## config.mk

```make
export PLATFORM = sky130hd
export DESIGN_NAME = nco_ctrl_top
export DESIGN_NICKNAME = d
export VERILOG_FILES = /design/src/rtl/nco_pkg.sv /design/src/rtl/nco_ctrl_top.sv /design/src/rtl/nco_frame_strobe.sv /design/src/rtl/nco_phase_gen.sv
export SDC_FILE = /design/constraint.sdc
export NUM_CORES = 1
export LEC_CHECK = 0
export ABC_AREA = 1
export BUFFER_PORTS_ARGS = -buffer_cell sky130_fd_sc_hd__buf_2
export CAP_MARGIN = 10
export CORE_MARGIN = 2
export CORE_UTILIZATION = 50
export CTS_CLUSTER_SIZE = 12
export DETAILED_ROUTE_END_ITERATION = 7
export PLACE_DENSITY = 0.71
export SYNTH_ARGS = -nofsm -noshare
export SYNTH_HDL_FRONTEND = slang
export SYNTH_SLANG_ARGS = --single-unit
```

## constraint.sdc

```tcl
create_clock -name i_clk -period 10.17 [get_ports i_clk]
set_input_delay 2.034 -clock i_clk [delete_from_list [all_inputs] [get_ports i_clk]]
set_output_delay 2.034 -clock i_clk [all_outputs]
set_load 0.005 [all_outputs]
```

## src/rtl/nco_pkg.sv

```systemverilog
/*
  Constants, register indices and the state type of the oscillator
  tuning and phase control bank.
  Assumes one 100 MHz clock and an APB slave with 32-bit data.
*/
// Contract
// The 32-bit tuning word sits in four byte registers, low byte at 0x30 and high byte at 0x33, all cleared at reset.
// Writing tuning bytes leaves the carrier alone; the active word loads only when update bit 0 rises from 0 to 1.
// After that load the block sets update bit 1 to report it.
// The 16-bit start phase in two byte registers becomes the carrier phase whenever the oscillator is reset.
// The start phase is a signed value over one full turn, one step being about 0.0055 degrees.
// The start phase is decoded as two's complement, not as an unsigned magnitude.
// A rise of update bit 4 arms an oscillator reset on the first extended frame strobe after it.
// When that reset happens update bit 5 is set as acknowledge; it is 0 after reset.
// A 10-bit I-path trim at 0x38 and 0x39 bits 1:0 offsets the I phase against Q.
// A 10-bit Q-path trim at 0x3A and 0x3B bits 1:0 offsets the Q phase against I.
// Software writes all four tuning bytes before raising update bit 0.
// The accumulator adds the active tuning word each cycle and wraps modulo two to the 32.
// An acknowledge stays set until software writes its request bit to 0, which re-arms it.

package nco_pkg;

  // ---------------------------------------------------------------
  // Register indices; the byte address is four times the index.
  // ---------------------------------------------------------------
  localparam logic [7:0] NCO_IDX_TW0 = 8'h30;
  localparam logic [7:0] NCO_IDX_TW1 = 8'h31;
  localparam logic [7:0] NCO_IDX_TW2 = 8'h32;
  localparam logic [7:0] NCO_IDX_TW3 = 8'h33;
  localparam logic [7:0] NCO_IDX_PH_LO = 8'h34;
  localparam logic [7:0] NCO_IDX_PH_HI = 8'h35;
  localparam logic [7:0] NCO_IDX_CTRL = 8'h36;
  localparam logic [7:0] NCO_IDX_ITRIM_LO = 8'h38;
  localparam logic [7:0] NCO_IDX_ITRIM_HI = 8'h39;
  localparam logic [7:0] NCO_IDX_QTRIM_LO = 8'h3a;
  localparam logic [7:0] NCO_IDX_QTRIM_HI = 8'h3b;
  localparam logic [7:0] NCO_IDX_STAT = 8'h40;
  localparam logic [7:0] NCO_IDX_MASK = 8'h41;

  // ---------------------------------------------------------------
  // Update register fields and interrupt bits.
  // ---------------------------------------------------------------
  localparam int NCO_LOAD_REQ_BIT = 0;
  localparam int NCO_LOAD_ACK_BIT = 1;
  localparam int NCO_STRB_REQ_BIT = 4;
  localparam int NCO_STRB_ACK_BIT = 5;
  localparam int NCO_IRQ_LOAD_BIT = 0;
  localparam int NCO_IRQ_STRB_BIT = 1;

  // ---------------------------------------------------------------
  // Reset values and counts.
  // ---------------------------------------------------------------
  localparam logic [31:0] NCO_TW_RST = 32'h0000_0000;
  localparam logic [15:0] NCO_PHASE_RST = 16'h0000;
  localparam logic [9:0] NCO_TRIM_RST = 10'h000;
  localparam logic [1:0] NCO_IRQ_RST = 2'h0;
  localparam logic [3:0] NCO_FRAME_EXT_CYCLES = 4'h4;

  // One clocked copy of all top-level state.
  typedef struct packed {
    logic [31:0] tw_shadow;
    logic [31:0] tw_active;
    logic [15:0] start_phase;
    logic [9:0] i_trim;
    logic [9:0] q_trim;
    logic load_req;
    logic load_ack;
    logic strb_req;
    logic strb_ack;
    logic strb_pend;
    logic osc_rst;
    logic [1:0] irq_stat;
    logic [1:0] irq_mask;
    logic irq;
    logic pready;
    logic pslverr;
    logic [31:0] prdata;
  } nco_regs_type;

  // Word index of a byte address.
  function automatic logic [7:0] nco_reg_index(input logic [11:0] a);
    return a[9:2];
  endfunction

  // True when the address hits a register of this bank.
  function automatic logic nco_is_mapped(input logic [11:0] a);
    logic [7:0] i;
    i = a[9:2];
    if (a[11:10] != 2'h0 || a[1:0] != 2'h0) return 1'b0;
    return (i >= NCO_IDX_TW0 && i <= NCO_IDX_CTRL) ||
      (i >= NCO_IDX_ITRIM_LO && i <= NCO_IDX_QTRIM_HI) ||
      i == NCO_IDX_STAT || i == NCO_IDX_MASK;
  endfunction

endpackage

```

## src/rtl/nco_ctrl_top.sv

```systemverilog
/*
  Oscillator tuning and phase control bank: APB register slave,
  shadowed tuning word, strobe-armed oscillator reset, interrupts.
  Assumes one clock, an APB master with 32-bit data and a frame
  strobe input synchronous to i_clk.
*/
`timescale 1ns/100ps
`default_nettype none

module nco_ctrl_top (
  input wire logic i_clk,
  input wire logic i_sys_rst,
  input wire logic i_psel,
  input wire logic i_penable,
  input wire logic i_pwrite,
  input wire logic [11:0] i_paddr,
  input wire logic [31:0] i_pwdata,
  output logic [31:0] o_prdata,
  output logic o_pready,
  output logic o_pslverr,
  input wire logic i_frame_strobe,
  output logic [31:0] o_tuning_word,
  output logic [15:0] o_carrier_phase,
  output logic [15:0] o_i_phase,
  output logic [15:0] o_q_phase,
  output logic o_irq
);

  // ---------------------------------------------------------------
  // State and decode.
  // ---------------------------------------------------------------

  nco_pkg::nco_regs_type st_q;
  nco_pkg::nco_regs_type st_d;
  logic [7:0] idx;
  logic [7:0] wbyte;
  logic acc_edge;
  logic wr_en;
  logic ctrl_wr;
  logic load_rise;
  logic strb_rise;
  logic ext_pulse;

  // Bus phase decode: writes land at the edge that samples pready.
  // Writes to unmapped or aliased addresses are dropped.
  assign idx = nco_pkg::nco_reg_index(i_paddr);
  assign wbyte = i_pwdata[7:0];
  assign acc_edge = i_psel & i_penable & st_q.pready;
  assign wr_en = acc_edge & i_pwrite & nco_pkg::nco_is_mapped(i_paddr);
  assign ctrl_wr = wr_en & (idx == nco_pkg::NCO_IDX_CTRL);
  assign load_rise = ctrl_wr & wbyte[nco_pkg::NCO_LOAD_REQ_BIT] &
    ~st_q.load_req;
  assign strb_rise = ctrl_wr & wbyte[nco_pkg::NCO_STRB_REQ_BIT] &
    ~st_q.strb_req;

  // Byte seen by software at a register index.
  function automatic logic [7:0] read_byte(
    input logic [7:0] i,
    input nco_pkg::nco_regs_type s
  );
    logic [7:0] v;
    v = 8'h00;
    if (i == nco_pkg::NCO_IDX_TW0) begin
      v = s.tw_shadow[7:0];
    end else if (i == nco_pkg::NCO_IDX_TW1) begin
      v = s.tw_shadow[15:8];
    end else if (i == nco_pkg::NCO_IDX_TW2) begin
      v = s.tw_shadow[23:16];
    end else if (i == nco_pkg::NCO_IDX_TW3) begin
      v = s.tw_shadow[31:24];
    end else if (i == nco_pkg::NCO_IDX_PH_LO) begin
      v = s.start_phase[7:0];
    end else if (i == nco_pkg::NCO_IDX_PH_HI) begin
      v = s.start_phase[15:8];
    end else if (i == nco_pkg::NCO_IDX_CTRL) begin
      v[nco_pkg::NCO_LOAD_REQ_BIT] = s.load_req;
      v[nco_pkg::NCO_LOAD_ACK_BIT] = s.load_ack;
      v[nco_pkg::NCO_STRB_REQ_BIT] = s.strb_req;
      v[nco_pkg::NCO_STRB_ACK_BIT] = s.strb_ack;
    end else if (i == nco_pkg::NCO_IDX_ITRIM_LO) begin
      v = s.i_trim[7:0];
    end else if (i == nco_pkg::NCO_IDX_ITRIM_HI) begin
      v[1:0] = s.i_trim[9:8];
    end else if (i == nco_pkg::NCO_IDX_QTRIM_LO) begin
      v = s.q_trim[7:0];
    end else if (i == nco_pkg::NCO_IDX_QTRIM_HI) begin
      v[1:0] = s.q_trim[9:8];
    end else if (i == nco_pkg::NCO_IDX_STAT) begin
      v[1:0] = s.irq_stat;
    end else if (i == nco_pkg::NCO_IDX_MASK) begin
      v[1:0] = s.irq_mask;
    end
    return v;
  endfunction

  // ---------------------------------------------------------------
  // Next state.
  // ---------------------------------------------------------------

  // Bus answer, register writes, handoff events and interrupt level.
  always_comb begin
    st_d = st_q;
    st_d.osc_rst = 1'b0;

    // One wait state: pready rises in the second access cycle.
    st_d.pready = i_psel & i_penable & ~st_q.pready;
    st_d.pslverr = 1'b0;
    if (st_d.pready) begin
      st_d.prdata = 32'h0000_0000;
      st_d.pslverr = ~nco_pkg::nco_is_mapped(i_paddr);
      // An unmapped address reads zero, aliases included.
      if (!st_d.pslverr) begin
        st_d.prdata = {24'h00_0000, read_byte(idx, st_q)};
      end
    end

    // Plain byte stores; none of them touches the running carrier.
    if (wr_en) begin
      if (idx == nco_pkg::NCO_IDX_TW0) begin
        st_d.tw_shadow[7:0] = wbyte;
      end else if (idx == nco_pkg::NCO_IDX_TW1) begin
        st_d.tw_shadow[15:8] = wbyte;
      end else if (idx == nco_pkg::NCO_IDX_TW2) begin
        st_d.tw_shadow[23:16] = wbyte;
      end else if (idx == nco_pkg::NCO_IDX_TW3) begin
        st_d.tw_shadow[31:24] = wbyte;
      end else if (idx == nco_pkg::NCO_IDX_PH_LO) begin
        st_d.start_phase[7:0] = wbyte;
      end else if (idx == nco_pkg::NCO_IDX_PH_HI) begin
        st_d.start_phase[15:8] = wbyte;
      end else if (idx == nco_pkg::NCO_IDX_CTRL) begin
        st_d.load_req = wbyte[nco_pkg::NCO_LOAD_REQ_BIT];
        st_d.strb_req = wbyte[nco_pkg::NCO_STRB_REQ_BIT];
        // Writing a request to 0 drops its acknowledge and re-arms.
        if (!wbyte[nco_pkg::NCO_LOAD_REQ_BIT]) begin
          st_d.load_ack = 1'b0;
        end
        if (!wbyte[nco_pkg::NCO_STRB_REQ_BIT]) begin
          st_d.strb_ack = 1'b0;
          st_d.strb_pend = 1'b0;
        end
      end else if (idx == nco_pkg::NCO_IDX_ITRIM_LO) begin
        st_d.i_trim[7:0] = wbyte;
      end else if (idx == nco_pkg::NCO_IDX_ITRIM_HI) begin
        st_d.i_trim[9:8] = wbyte[1:0];
      end else if (idx == nco_pkg::NCO_IDX_QTRIM_LO) begin
        st_d.q_trim[7:0] = wbyte;
      end else if (idx == nco_pkg::NCO_IDX_QTRIM_HI) begin
        st_d.q_trim[9:8] = wbyte[1:0];
      end else if (idx == nco_pkg::NCO_IDX_STAT) begin
        st_d.irq_stat = st_q.irq_stat & ~wbyte[1:0];
      end else if (idx == nco_pkg::NCO_IDX_MASK) begin
        st_d.irq_mask = wbyte[1:0];
      end
    end

    // Rising load request moves the whole shadow word at once.
    // Software has written all four bytes beforehand.
    if (load_rise) begin
      st_d.tw_active = st_q.tw_shadow;
      st_d.load_ack = 1'b1;
      st_d.irq_stat[nco_pkg::NCO_IRQ_LOAD_BIT] = 1'b1;
    end

    // Rising strobe request arms the reset for the next long frame.
    if (strb_rise) begin
      st_d.strb_pend = 1'b1;
    end

    // Armed reset fires on a long frame; set wins over any clear.
    if (ext_pulse && st_q.strb_pend) begin
      st_d.osc_rst = 1'b1;
      st_d.strb_pend = 1'b0;
      st_d.strb_ack = 1'b1;
      st_d.irq_stat[nco_pkg::NCO_IRQ_STRB_BIT] = 1'b1;
    end

    // Level interrupt from unmasked sticky bits.
    st_d.irq = |(st_d.irq_stat & st_d.irq_mask);
  end

  // ---------------------------------------------------------------
  // State register.
  // ---------------------------------------------------------------

  // All control state clears on reset, the tuning word included.
  always_ff @(posedge i_clk or posedge i_sys_rst) begin
    if (i_sys_rst) begin
      st_q <= '0;
      st_q.tw_shadow <= nco_pkg::NCO_TW_RST;
      st_q.tw_active <= nco_pkg::NCO_TW_RST;
      st_q.start_phase <= nco_pkg::NCO_PHASE_RST;
      st_q.i_trim <= nco_pkg::NCO_TRIM_RST;
      st_q.q_trim <= nco_pkg::NCO_TRIM_RST;
      st_q.irq_stat <= nco_pkg::NCO_IRQ_RST;
      st_q.irq_mask <= nco_pkg::NCO_IRQ_RST;
    end else begin
      st_q <= st_d;
    end
  end

  // ---------------------------------------------------------------
  // Frame strobe and oscillator.
  // ---------------------------------------------------------------

  nco_frame_strobe u_frame (
    .i_clk(i_clk),
    .i_sys_rst(i_sys_rst),
    .i_frame(i_frame_strobe),
    .o_ext_pulse(ext_pulse)
  );

  nco_phase_gen u_phase (
    .i_clk(i_clk),
    .i_sys_rst(i_sys_rst),
    .i_tw(st_q.tw_active),
    .i_start(st_q.start_phase),
    .i_load(st_q.osc_rst),
    .i_i_trim(st_q.i_trim),
    .i_q_trim(st_q.q_trim),
    .o_phase(o_carrier_phase),
    .o_i_phase(o_i_phase),
    .o_q_phase(o_q_phase)
  );

  // Outputs straight from the state register.
  assign o_prdata = st_q.prdata;
  assign o_pready = st_q.pready;
  assign o_pslverr = st_q.pslverr;
  assign o_tuning_word = st_q.tw_active;
  assign o_irq = st_q.irq;
endmodule // nco_ctrl_top

`default_nettype wire

```

## src/rtl/nco_frame_strobe.sv

```systemverilog
/*
  Extended frame strobe detector: one pulse when the frame input has
  been high for a set number of consecutive cycles.
  Assumes the frame input is synchronous to i_clk.
*/
`timescale 1ns/100ps
`default_nettype none

module nco_frame_strobe (
  input wire logic i_clk,
  input wire logic i_sys_rst,
  input wire logic i_frame,
  output logic o_ext_pulse
);

  typedef struct packed {
    logic [3:0] cnt;
    logic fired;
    logic pulse;
  } nco_strb_type;

  nco_strb_type st_q;
  nco_strb_type st_d;

  // Counts the high time and fires once per long frame high.
  always_comb begin
    st_d = st_q;
    st_d.pulse = 1'b0;
    if (!i_frame) begin
      st_d.cnt = 4'h0;
      st_d.fired = 1'b0;
    end else if (!st_q.fired) begin
      st_d.cnt = st_q.cnt + 4'h1;
      if (st_d.cnt == nco_pkg::NCO_FRAME_EXT_CYCLES) begin
        st_d.pulse = 1'b1;
        st_d.fired = 1'b1;
      end
    end
  end

  // State register.
  always_ff @(posedge i_clk or posedge i_sys_rst) begin
    if (i_sys_rst) begin
      st_q <= '0;
    end else begin
      st_q <= st_d;
    end
  end

  assign o_ext_pulse = st_q.pulse;
endmodule // nco_frame_strobe

`default_nettype wire

```

## src/rtl/nco_phase_gen.sv

```systemverilog
/*
  Phase accumulator with start-phase load and I/Q phase trims.
  Assumes the load pulse and all words come from flip-flops.
*/
`timescale 1ns/100ps
`default_nettype none

module nco_phase_gen (
  input wire logic i_clk,
  input wire logic i_sys_rst,
  input wire logic [31:0] i_tw,
  input wire logic [15:0] i_start,
  input wire logic i_load,
  input wire logic [9:0] i_i_trim,
  input wire logic [9:0] i_q_trim,
  output logic [15:0] o_phase,
  output logic [15:0] o_i_phase,
  output logic [15:0] o_q_phase
);

  typedef struct packed {
    logic [31:0] acc;
    logic [1:0][15:0] path;
  } nco_acc_type;

  nco_acc_type st_q;
  nco_acc_type st_d;
  logic [1:0][9:0] trim;

  // Path 0 carries the I trim and path 1 the Q trim.
  assign trim = {i_q_trim, i_i_trim};

  // Steps the accumulator and offsets each path by its signed trim.
  always_comb begin
    st_d = st_q;
    if (i_load) begin
      // Signed start word as a turn fraction; -x lands on 360 - x.
      st_d.acc = {i_start, 16'h0000};
    end else begin
      st_d.acc = st_q.acc + i_tw;
    end
    for (int p = 0; p < 2; p++) begin
      st_d.path[p] = st_q.acc[31:16] +
        {{6{trim[p][9]}}, trim[p]};
    end
  end

  // State register.
  always_ff @(posedge i_clk or posedge i_sys_rst) begin
    if (i_sys_rst) begin
      st_q <= '0;
    end else begin
      st_q <= st_d;
    end
  end

  assign o_phase = st_q.acc[31:16];
  assign o_i_phase = st_q.path[0];
  assign o_q_phase = st_q.path[1];
endmodule // nco_phase_gen

`default_nettype wire

```

==> results.yml, run 1 <==
sta:
  fin_skew_ps: 9.80
  tightest_slew_ps: 1020
  max_slew_margin_pct: 32.0
  setup_tns_ps: 0
  clock.fmax_mhz: 230
  setup_violations: 0
  hold_viol: 0
  fin_crit_sh_pct: 42.7
  slew_violations: 0
  rsz0062_at_grt: "no"
  holdWs_ps: 478
  fin_crit_ps: 4350
clock_tree:
  cts_hold_buffers: 0
  cts_buffers: 17
  cts.htree.levels: 4
  clkSlewWorstSetupHoldPaths_ps: 70
  postCtsSetupRepairBufs: 0
  clock_path_buffers: 2
  clkLatencyLatePin_ps: 440
  cts.sink_count: 191
  cts_tree: "yes"
  cts_resized: 0
  root_buffer: "clkbuf_16"
synth:
  synth_cell_types: 49
  syn_avg_cell_area_um2: 7.90
  yosys_warnings: 0
  synthesis.instances: 1514
  synth_top_cell_by_area: "dfrtp_1"
  synth_area_um2: 12000
  ys_seq_area_share_pct: 40.0
  synthDominantCellAreaShare_pct: 40.0
  yosys_register_bits: 191
  synth_area_leaders: "dfrtp_1 40%, nand2_1 12%, buf_4 7.0%"
die:
  initial_core_util_pct: 51.0
  fp.coreArea_um2: 23500
  die_w_um: 159
  fp.dieH_um: 159
  die-area_um2: 25200
  ioPinCount: 165
  num_rows: 56
worst_setup_path:
  arrival_ps: 4650
  cp_num_buf_inv: 4
  worstRegToRegCells: 11
  required_ps: 10470
  worstSetupPathDepth: 13
  critPathKind: "input port to flop"
  crit_path_cell_trace: "buf_2 -> inv_2 -> nand2_1 -> nor2_1 -> inv_1 -> nor2_1 -> nor2_1 -> nand3_2 -> nand3_4 -> inv_6 -> nand4_4 -> nand2_1 -> o21ai_2"
  crit_top_cell: "nor2_1"
  start_kind: "input port"
  critPathMaxStageDelay_ps: 770
  critical-path-top-delay-family: "simple AND/OR/NAND/NOR gates"
  cp_max_fo: 66
  slowest_stage: "nand4_4"
  cp-end-kind: "flop"
global_routing:
  grt_max_degree: 137
  antenna_found_initial: 1
  grt_first_pass_wirelength_mm: 48.9
  first_global_vias: 9176
  grt_use_total_pct: 25.5
  grt-ovfl-total: 0
finish:
  drive_above_1_share_pct: 12.6
  area_growth_pct: 5.19
  antenna_cells: 0
  fin_nets: 1654
drt:
  drt-pass1-iter-count: 7
  drt_iter0_markers: 817
  vias: 9899
  detail-route-antenna-nets: 0
  drt-total-wl_mm: 30.9
  drc_errors: 0
  via_per_inst: 5.29
  routedWlPerCell_um: 16.5
job:
  maxCapViolCount: 0
power_and_ir_drop:
  peakVddDrop_mv: 0.101
  p_leak_nw: 6.84
  power.density_nw_per_um2: 118
place:
  hpwlAfterDp_mm: 23.9
  port-buffer-count: 116
  gp_congestion: 0.914
min_path:
  holdPathStages: 2
  hp-class: "flop to flop"
run_status:
  outcome: "complete, no violations"
==> final cells by class <==
type	instances	area (um^2)
Multi-Input combinational cell	1050	5620
Timing Repair Buffer	118	596
Inverter	161	617
Clock inverter	13	129
Fill cell	2241	10900
Sequential cell	191	4780
Tap cell	319	399
Clock buffer	18	439
==> stage by stage <==
stage          cells  cell area [um^2]  utilization, %  setup slack [ps]  total power [W]
2_1_floorplan   1537             12000               -              2940         0.000831
3_3_place_gp    1839             12000            51.2              5460         0.000844
6_report        1870             12600            53.6              5820          0.00149
4_1_cts         1870             12600            53.6              5870          0.00150
3_5_place_dp    1839             12000            51.2              5430         0.000846
5_1_grt         1870             12600            53.6              5490          0.00154
==> cell usage in the layout (no fill, tap or decap), types with 7 or more instances in the layout <==
cell       instances
inv_1            152
xor2_1            22
nor2_1            99
o21ai_1           53
o21bai_1           9
o21ai_0           85
o21ai_2           17
nand3_1           74
nand2_1          394
nand2_4            7
ha_1              62
buf_2            116
dfrtp_1          191
nand4_1           14
o31ai_1            7
clkbuf_16         17
conb_1            24
a21o_1             7
a21oi_1           86
xnor2_1           15
nor3_1            14
==> cells by family (layout without fill, tap and decap cells) <==
kind of cell | count (synthesis) | in the layout | synth area share, %
and+or+nand+nor | 631 | 631 | 22.7
AOI/OAI and AO/OA | 293 | 293 | 13.9
adders and majority gates | 65 | 65 | 6.99
other | 1 | 24 | 0.0314
buffers and inverters | 296 | 310 | 13.8
DFF | 191 | 191 | 40.0
xor gates and xnor gates | 37 | 37 | 2.71
==> worst min-delay path, cell delays in order (launching register included) <==
cell,delay [ps]
dfrtp_1,340
nand2_1,50
nand2_1,50
==> power breakdown <==
part | internal, W | total (W) | leakage (nW) | switching (W)
Combinational | 0.0000133 | 0.0000565 | 3.92 | 0.0000432
Clock | 0.000349 | 0.000659 | 0.273 | 0.000311
Sequential | 0.000766 | 0.000773 | 2.64 | 0.00000683
Total | 0.00113 | 0.00149 | 6.84 | 0.000361
==> state kept, by name, indices dropped and copies added, names as in the netlist <==
signal / flops
u_frame.o_ext_pulse: 1
o_tuning_word: 32
o_prdata: 8
u_phase.st_q: 16
o_pready: 1
u_phase.o_phase: 16
o_pslverr: 1
o_irq: 1
u_frame.st_q: 5
u_phase.o_q_phase: 16
st_q: 78
u_phase.o_i_phase: 16
==> layer usage <==
metal | vias up | wire [um] | global-route usage [%]
li1 | 4893 | - | -
met1 | 4597 | 14300 | 36.8
met2 | 359 | 13800 | 39.5
met3 | 50 | 2180 | 3.67
met4 | 0 | 670 | 8.11
met5 | - | 0 | 0
==> worst paths after layout <==
| check | startpoint | endpoint | slack [ps] |
|---|---|---|---|
| max | i_paddr[6] | o_tuning_word[17] | 5820 |
| min | o_prdata[0] | o_prdata[0] | 480 |
| max reg2reg | u_phase.o_phase[0] | u_phase.o_q_phase[10] | 7340 |
| min reg2reg | o_prdata[0] | o_prdata[0] | 480 |
| max in group asynchronous | i_sys_rst | u_phase.o_q_phase[6] | 7090 |
| min in group asynchronous | i_sys_rst | o_prdata[0] | 1770 |
==> Yosys cell counts (all sizes together) <==
master and n:
nand2 403, dfrtp 191, inv 159, o21ai 155
buf 127, nor2 104, a21oi 86, nand3 77
ha 62, xor2 22, nand4 16, xnor2 15
nor3 14, o21bai 9, clkbuf 8, a21o 7
o31ai 7, o211ai 6, o21a 6, o22ai 6
nor4 5, or2 5, a221oi 4, nand3b 4
fa 3, a21boi 2, a31oi 2, clkinv 2
nor3b 2, o2111ai 2, and2 1, conb 1
o311ai 1
(Power assumes the default switching activity.)
==> run 2: changes to the inputs <==
- ABC_AREA: 1 -> 0
- PLACE_DENSITY: 0.71 -> 0.74
- clock period: 10.17 -> 3.9 ns (I/O delays scaled with it)
==> run 2 against run 1 <==
  * First-iteration DRC count decreased by 21%
  * Hold slack worse by 250 ps
  * Non-clock buffer count grew 5
  * Highest routed layer unchanged
  * Worst setup slack lost 5000 ps
  * Wire length is 14% lower
  * Global-route usage decreased by 3.0 points
  * Total power increased to 2.9 times the previous value
  * Utilization grew 0.12 points
  * Via count down 19%
==> results.yml, run 2 <==
synth:
  synthDominantCellAreaShare_pct: 42.2
  synthesis.instances: 1055
  synth_most_common_cell: "dfrtp_1"
  dominantRegCellSynth: "dfrtp_1"
  synth_area_um2: 11300
  syn_avg_cell_area_um2: 10.7
  async_flop_share_pct: 100
  ys_seq_area_share_pct: 42.2
  synth_top_cell_by_area: "dfrtp_1"
  synth_area_leaders: "dfrtp_1 42%, mux2_2 8.5%, buf_4 7.4%"
  yosys_register_bits: 191
  synth_cell_types: 83
  yosys_warnings: 0
  synth_enable_flop_cells: 0
  netlist_top_cells_count: "191 x dfrtp_1, 112 x buf_4, 86 x mux2_2"
finish:
  regMostFlops: "st_q"
  area_growth_pct: 6.35
  most-common-layout-cells: "191 x dfrtp_1, 116 x buf_2, 86 x mux2_2"
  antenna_cells: 0
  design_area_um2: 12100
  largest_reg_flops: 78
  fillers: 1950
  drive_above_1_share_pct: 25.0
  final_common_cell: "dfrtp_1"
  fin_nets: 1197
worst_setup_path:
  endpoint: "u_phase.o_phase[8]"
  critPathKind: "flop to flop"
  setup.worst_path.start: "o_tuning_word[0]"
  r2r-start: "o_tuning_word[0]"
  cp-end-kind: "flop"
  worstRegToRegCells: 10
  required_ps: 4180
  r2r_end: "u_phase.o_phase[8]"
  start_kind: "flop"
  reg2reg_slack_ps: 860
  cp_max_fo: 3
  arrival_ps: 3320
global_routing:
  grt_first_pass_wirelength_mm: 41.4
  first_global_vias: 7719
  grt_max_degree: 159
  grt_use_total_pct: 22.4
  grt-ovfl-total: 0
  antenna_found_initial: 0
power_and_ir_drop:
  peakVddDrop_mv: 0.304
  power.density_nw_per_um2: 352
  p_leak_nw: 6.35
  finalPower_w: 0.00425
job:
  maxCapViolCount: 0
drt:
  drt_iter0_markers: 644
  drt-pass1-iter-count: 4
  drc_errors: 0
  routedWlPerCell_um: 19.2
  via_per_inst: 5.80
  drt-total-wl_mm: 26.5
  vias: 8002
  detail-route-antenna-nets: 0
die:
  fp.dieH_um: 155
  ioPinCount: 165
  initial_core_util_pct: 50.5
  die_w_um: 155
  die-area_um2: 23900
  num_rows: 55
  fp.coreArea_um2: 22400
clock_tree:
  cts_resized: 0
  cts.sink_count: 191
  cts_hold_buffers: 0
  clkLatencyLatePin_ps: 440
  clkSlewWorstSetupHoldPaths_ps: 70
  cts.htree.levels: 4
  root_buffer: "clkbuf_16"
  cts_tree: "yes"
  cts_buffers: 17
  clock_path_buffers: 2
  postCtsSetupRepairBufs: 0
sta:
  setup_tns_ps: 0
  fin_skew_ps: 13.4
  setup_violations: 0
  slew_violations: 0
  fin_crit_sh_pct: 78.1
  rsz0062_at_grt: "no"
  max_slew_margin_pct: 41.6
  tightest_slew_ps: 876
  hold_viol: 0
  clock.fmax_mhz: 328
  holdWs_ps: 224
  fin_crit_ps: 3040
place:
  gp_congestion: 0.891
  hpwlAfterDp_mm: 19.6
  port-buffer-count: 116
  place_area_um2: 11500
run_status:
  outcome: "complete, no violations"
min_path:
  hp-class: "input port to async pin"
## run 2: changes by cell type after synthesis, moves of 18 or more
| cell | previous run | this run |
|---|---|---|
| a21oi_1 | 86 | 44 |
| mux2_2 | 0 | 86 |
| o21ai_0 | 85 | 44 |
| mux2_1 | 0 | 29 |
| xnor2_1 | 15 | 33 |
| nor2_1 | 99 | 68 |
| inv_1 | 153 | 25 |
| nand2_1 | 394 | 58 |
| nand3_1 | 74 | 18 |
| o21ai_1 | 53 | 3 |
| nor2b_1 | 0 | 18 |
## run 2: metal layers
layer	track usage, %	share of wire [%]	up-vias
met5	0	0	-
li1	-	-	3721
met1	29.5	44	3993
met4	7.67	2.3	0
met2	37.9	49	252
met3	3.61	5.1	36
## run 2: through the flow
stage / setup slack (ps) / instances / util (%)
global route: 619 / 1380 / 53.7
detailed placement: 523 / 1348 / 51.1
global placement: 618 / 1348 / 51.1
CTS: 865 / 1380 / 53.7
floorplan: 658 / 1078 / -
finish: 855 / 1380 / 53.7
## run 2: cell families after synthesis
| kind of cell | share of synthesized area [%] |
|---|---|
| AND/OR/NAND/NOR | 11.4 |
| AO/OA/AOI/OAI | 12.9 |
| flip-flops | 42.2 |
| buffers and inverters | 9.37 |
| multiplexers | 13.2 |
| adder cells (fa/ha/maj) | 7.37 |
| XOR/XNOR | 3.55 |
| other | 0.0331 |
## run 2: worst min-delay path by stage
| stage | slack [ps] | start | endpoint |
|---|---|---|---|
| floorplan | 450 | o_prdata[0] | o_prdata[0] |
| global placement | 480 | st_q[43] | st_q[43] |
| detailed placement | 480 | o_prdata[0] | o_prdata[0] |
| CTS | 220 | i_sys_rst | u_phase.o_q_phase[0] |
| global route | 220 | i_sys_rst | u_phase.o_q_phase[2] |
| finish | 220 | i_sys_rst | u_phase.o_q_phase[0] |
## run 2: cell type report
cell class	count	area [um^2]	area share [%]
Tap cell	285	357	2.96
Clock buffer	20	457	3.79
Inverter	26	101	0.841
Sequential cell	191	4780	39.7
Clock inverter	12	135	1.12
Timing Repair Buffer	123	646	5.36
Multi-Input combinational cell	723	5580	46.3
## run 2: worst max-delay path, cell delays in order, from the launching register on
cell and delay (ps):
dfrtp_1 400, ha_1 260, fa_1 420, a21oi_1 220, nor2_1 100, nor3_1 440, o211ai_1 180, nand2_1 190
o21bai_1 140, a2111oi_0 440, a221oi_1 90
## run 2: where the power goes
group | switching (W) | leakage [nW] | internal, W | total, W
clock | 0.000789 | 0.267 | 0.000980 | 0.00177
combinational | 0.000237 | 3.43 | 0.000157 | 0.000394
sequential | 0.0000436 | 2.65 | 0.00204 | 0.00208
total | 0.00107 | 6.35 | 0.00318 | 0.00425
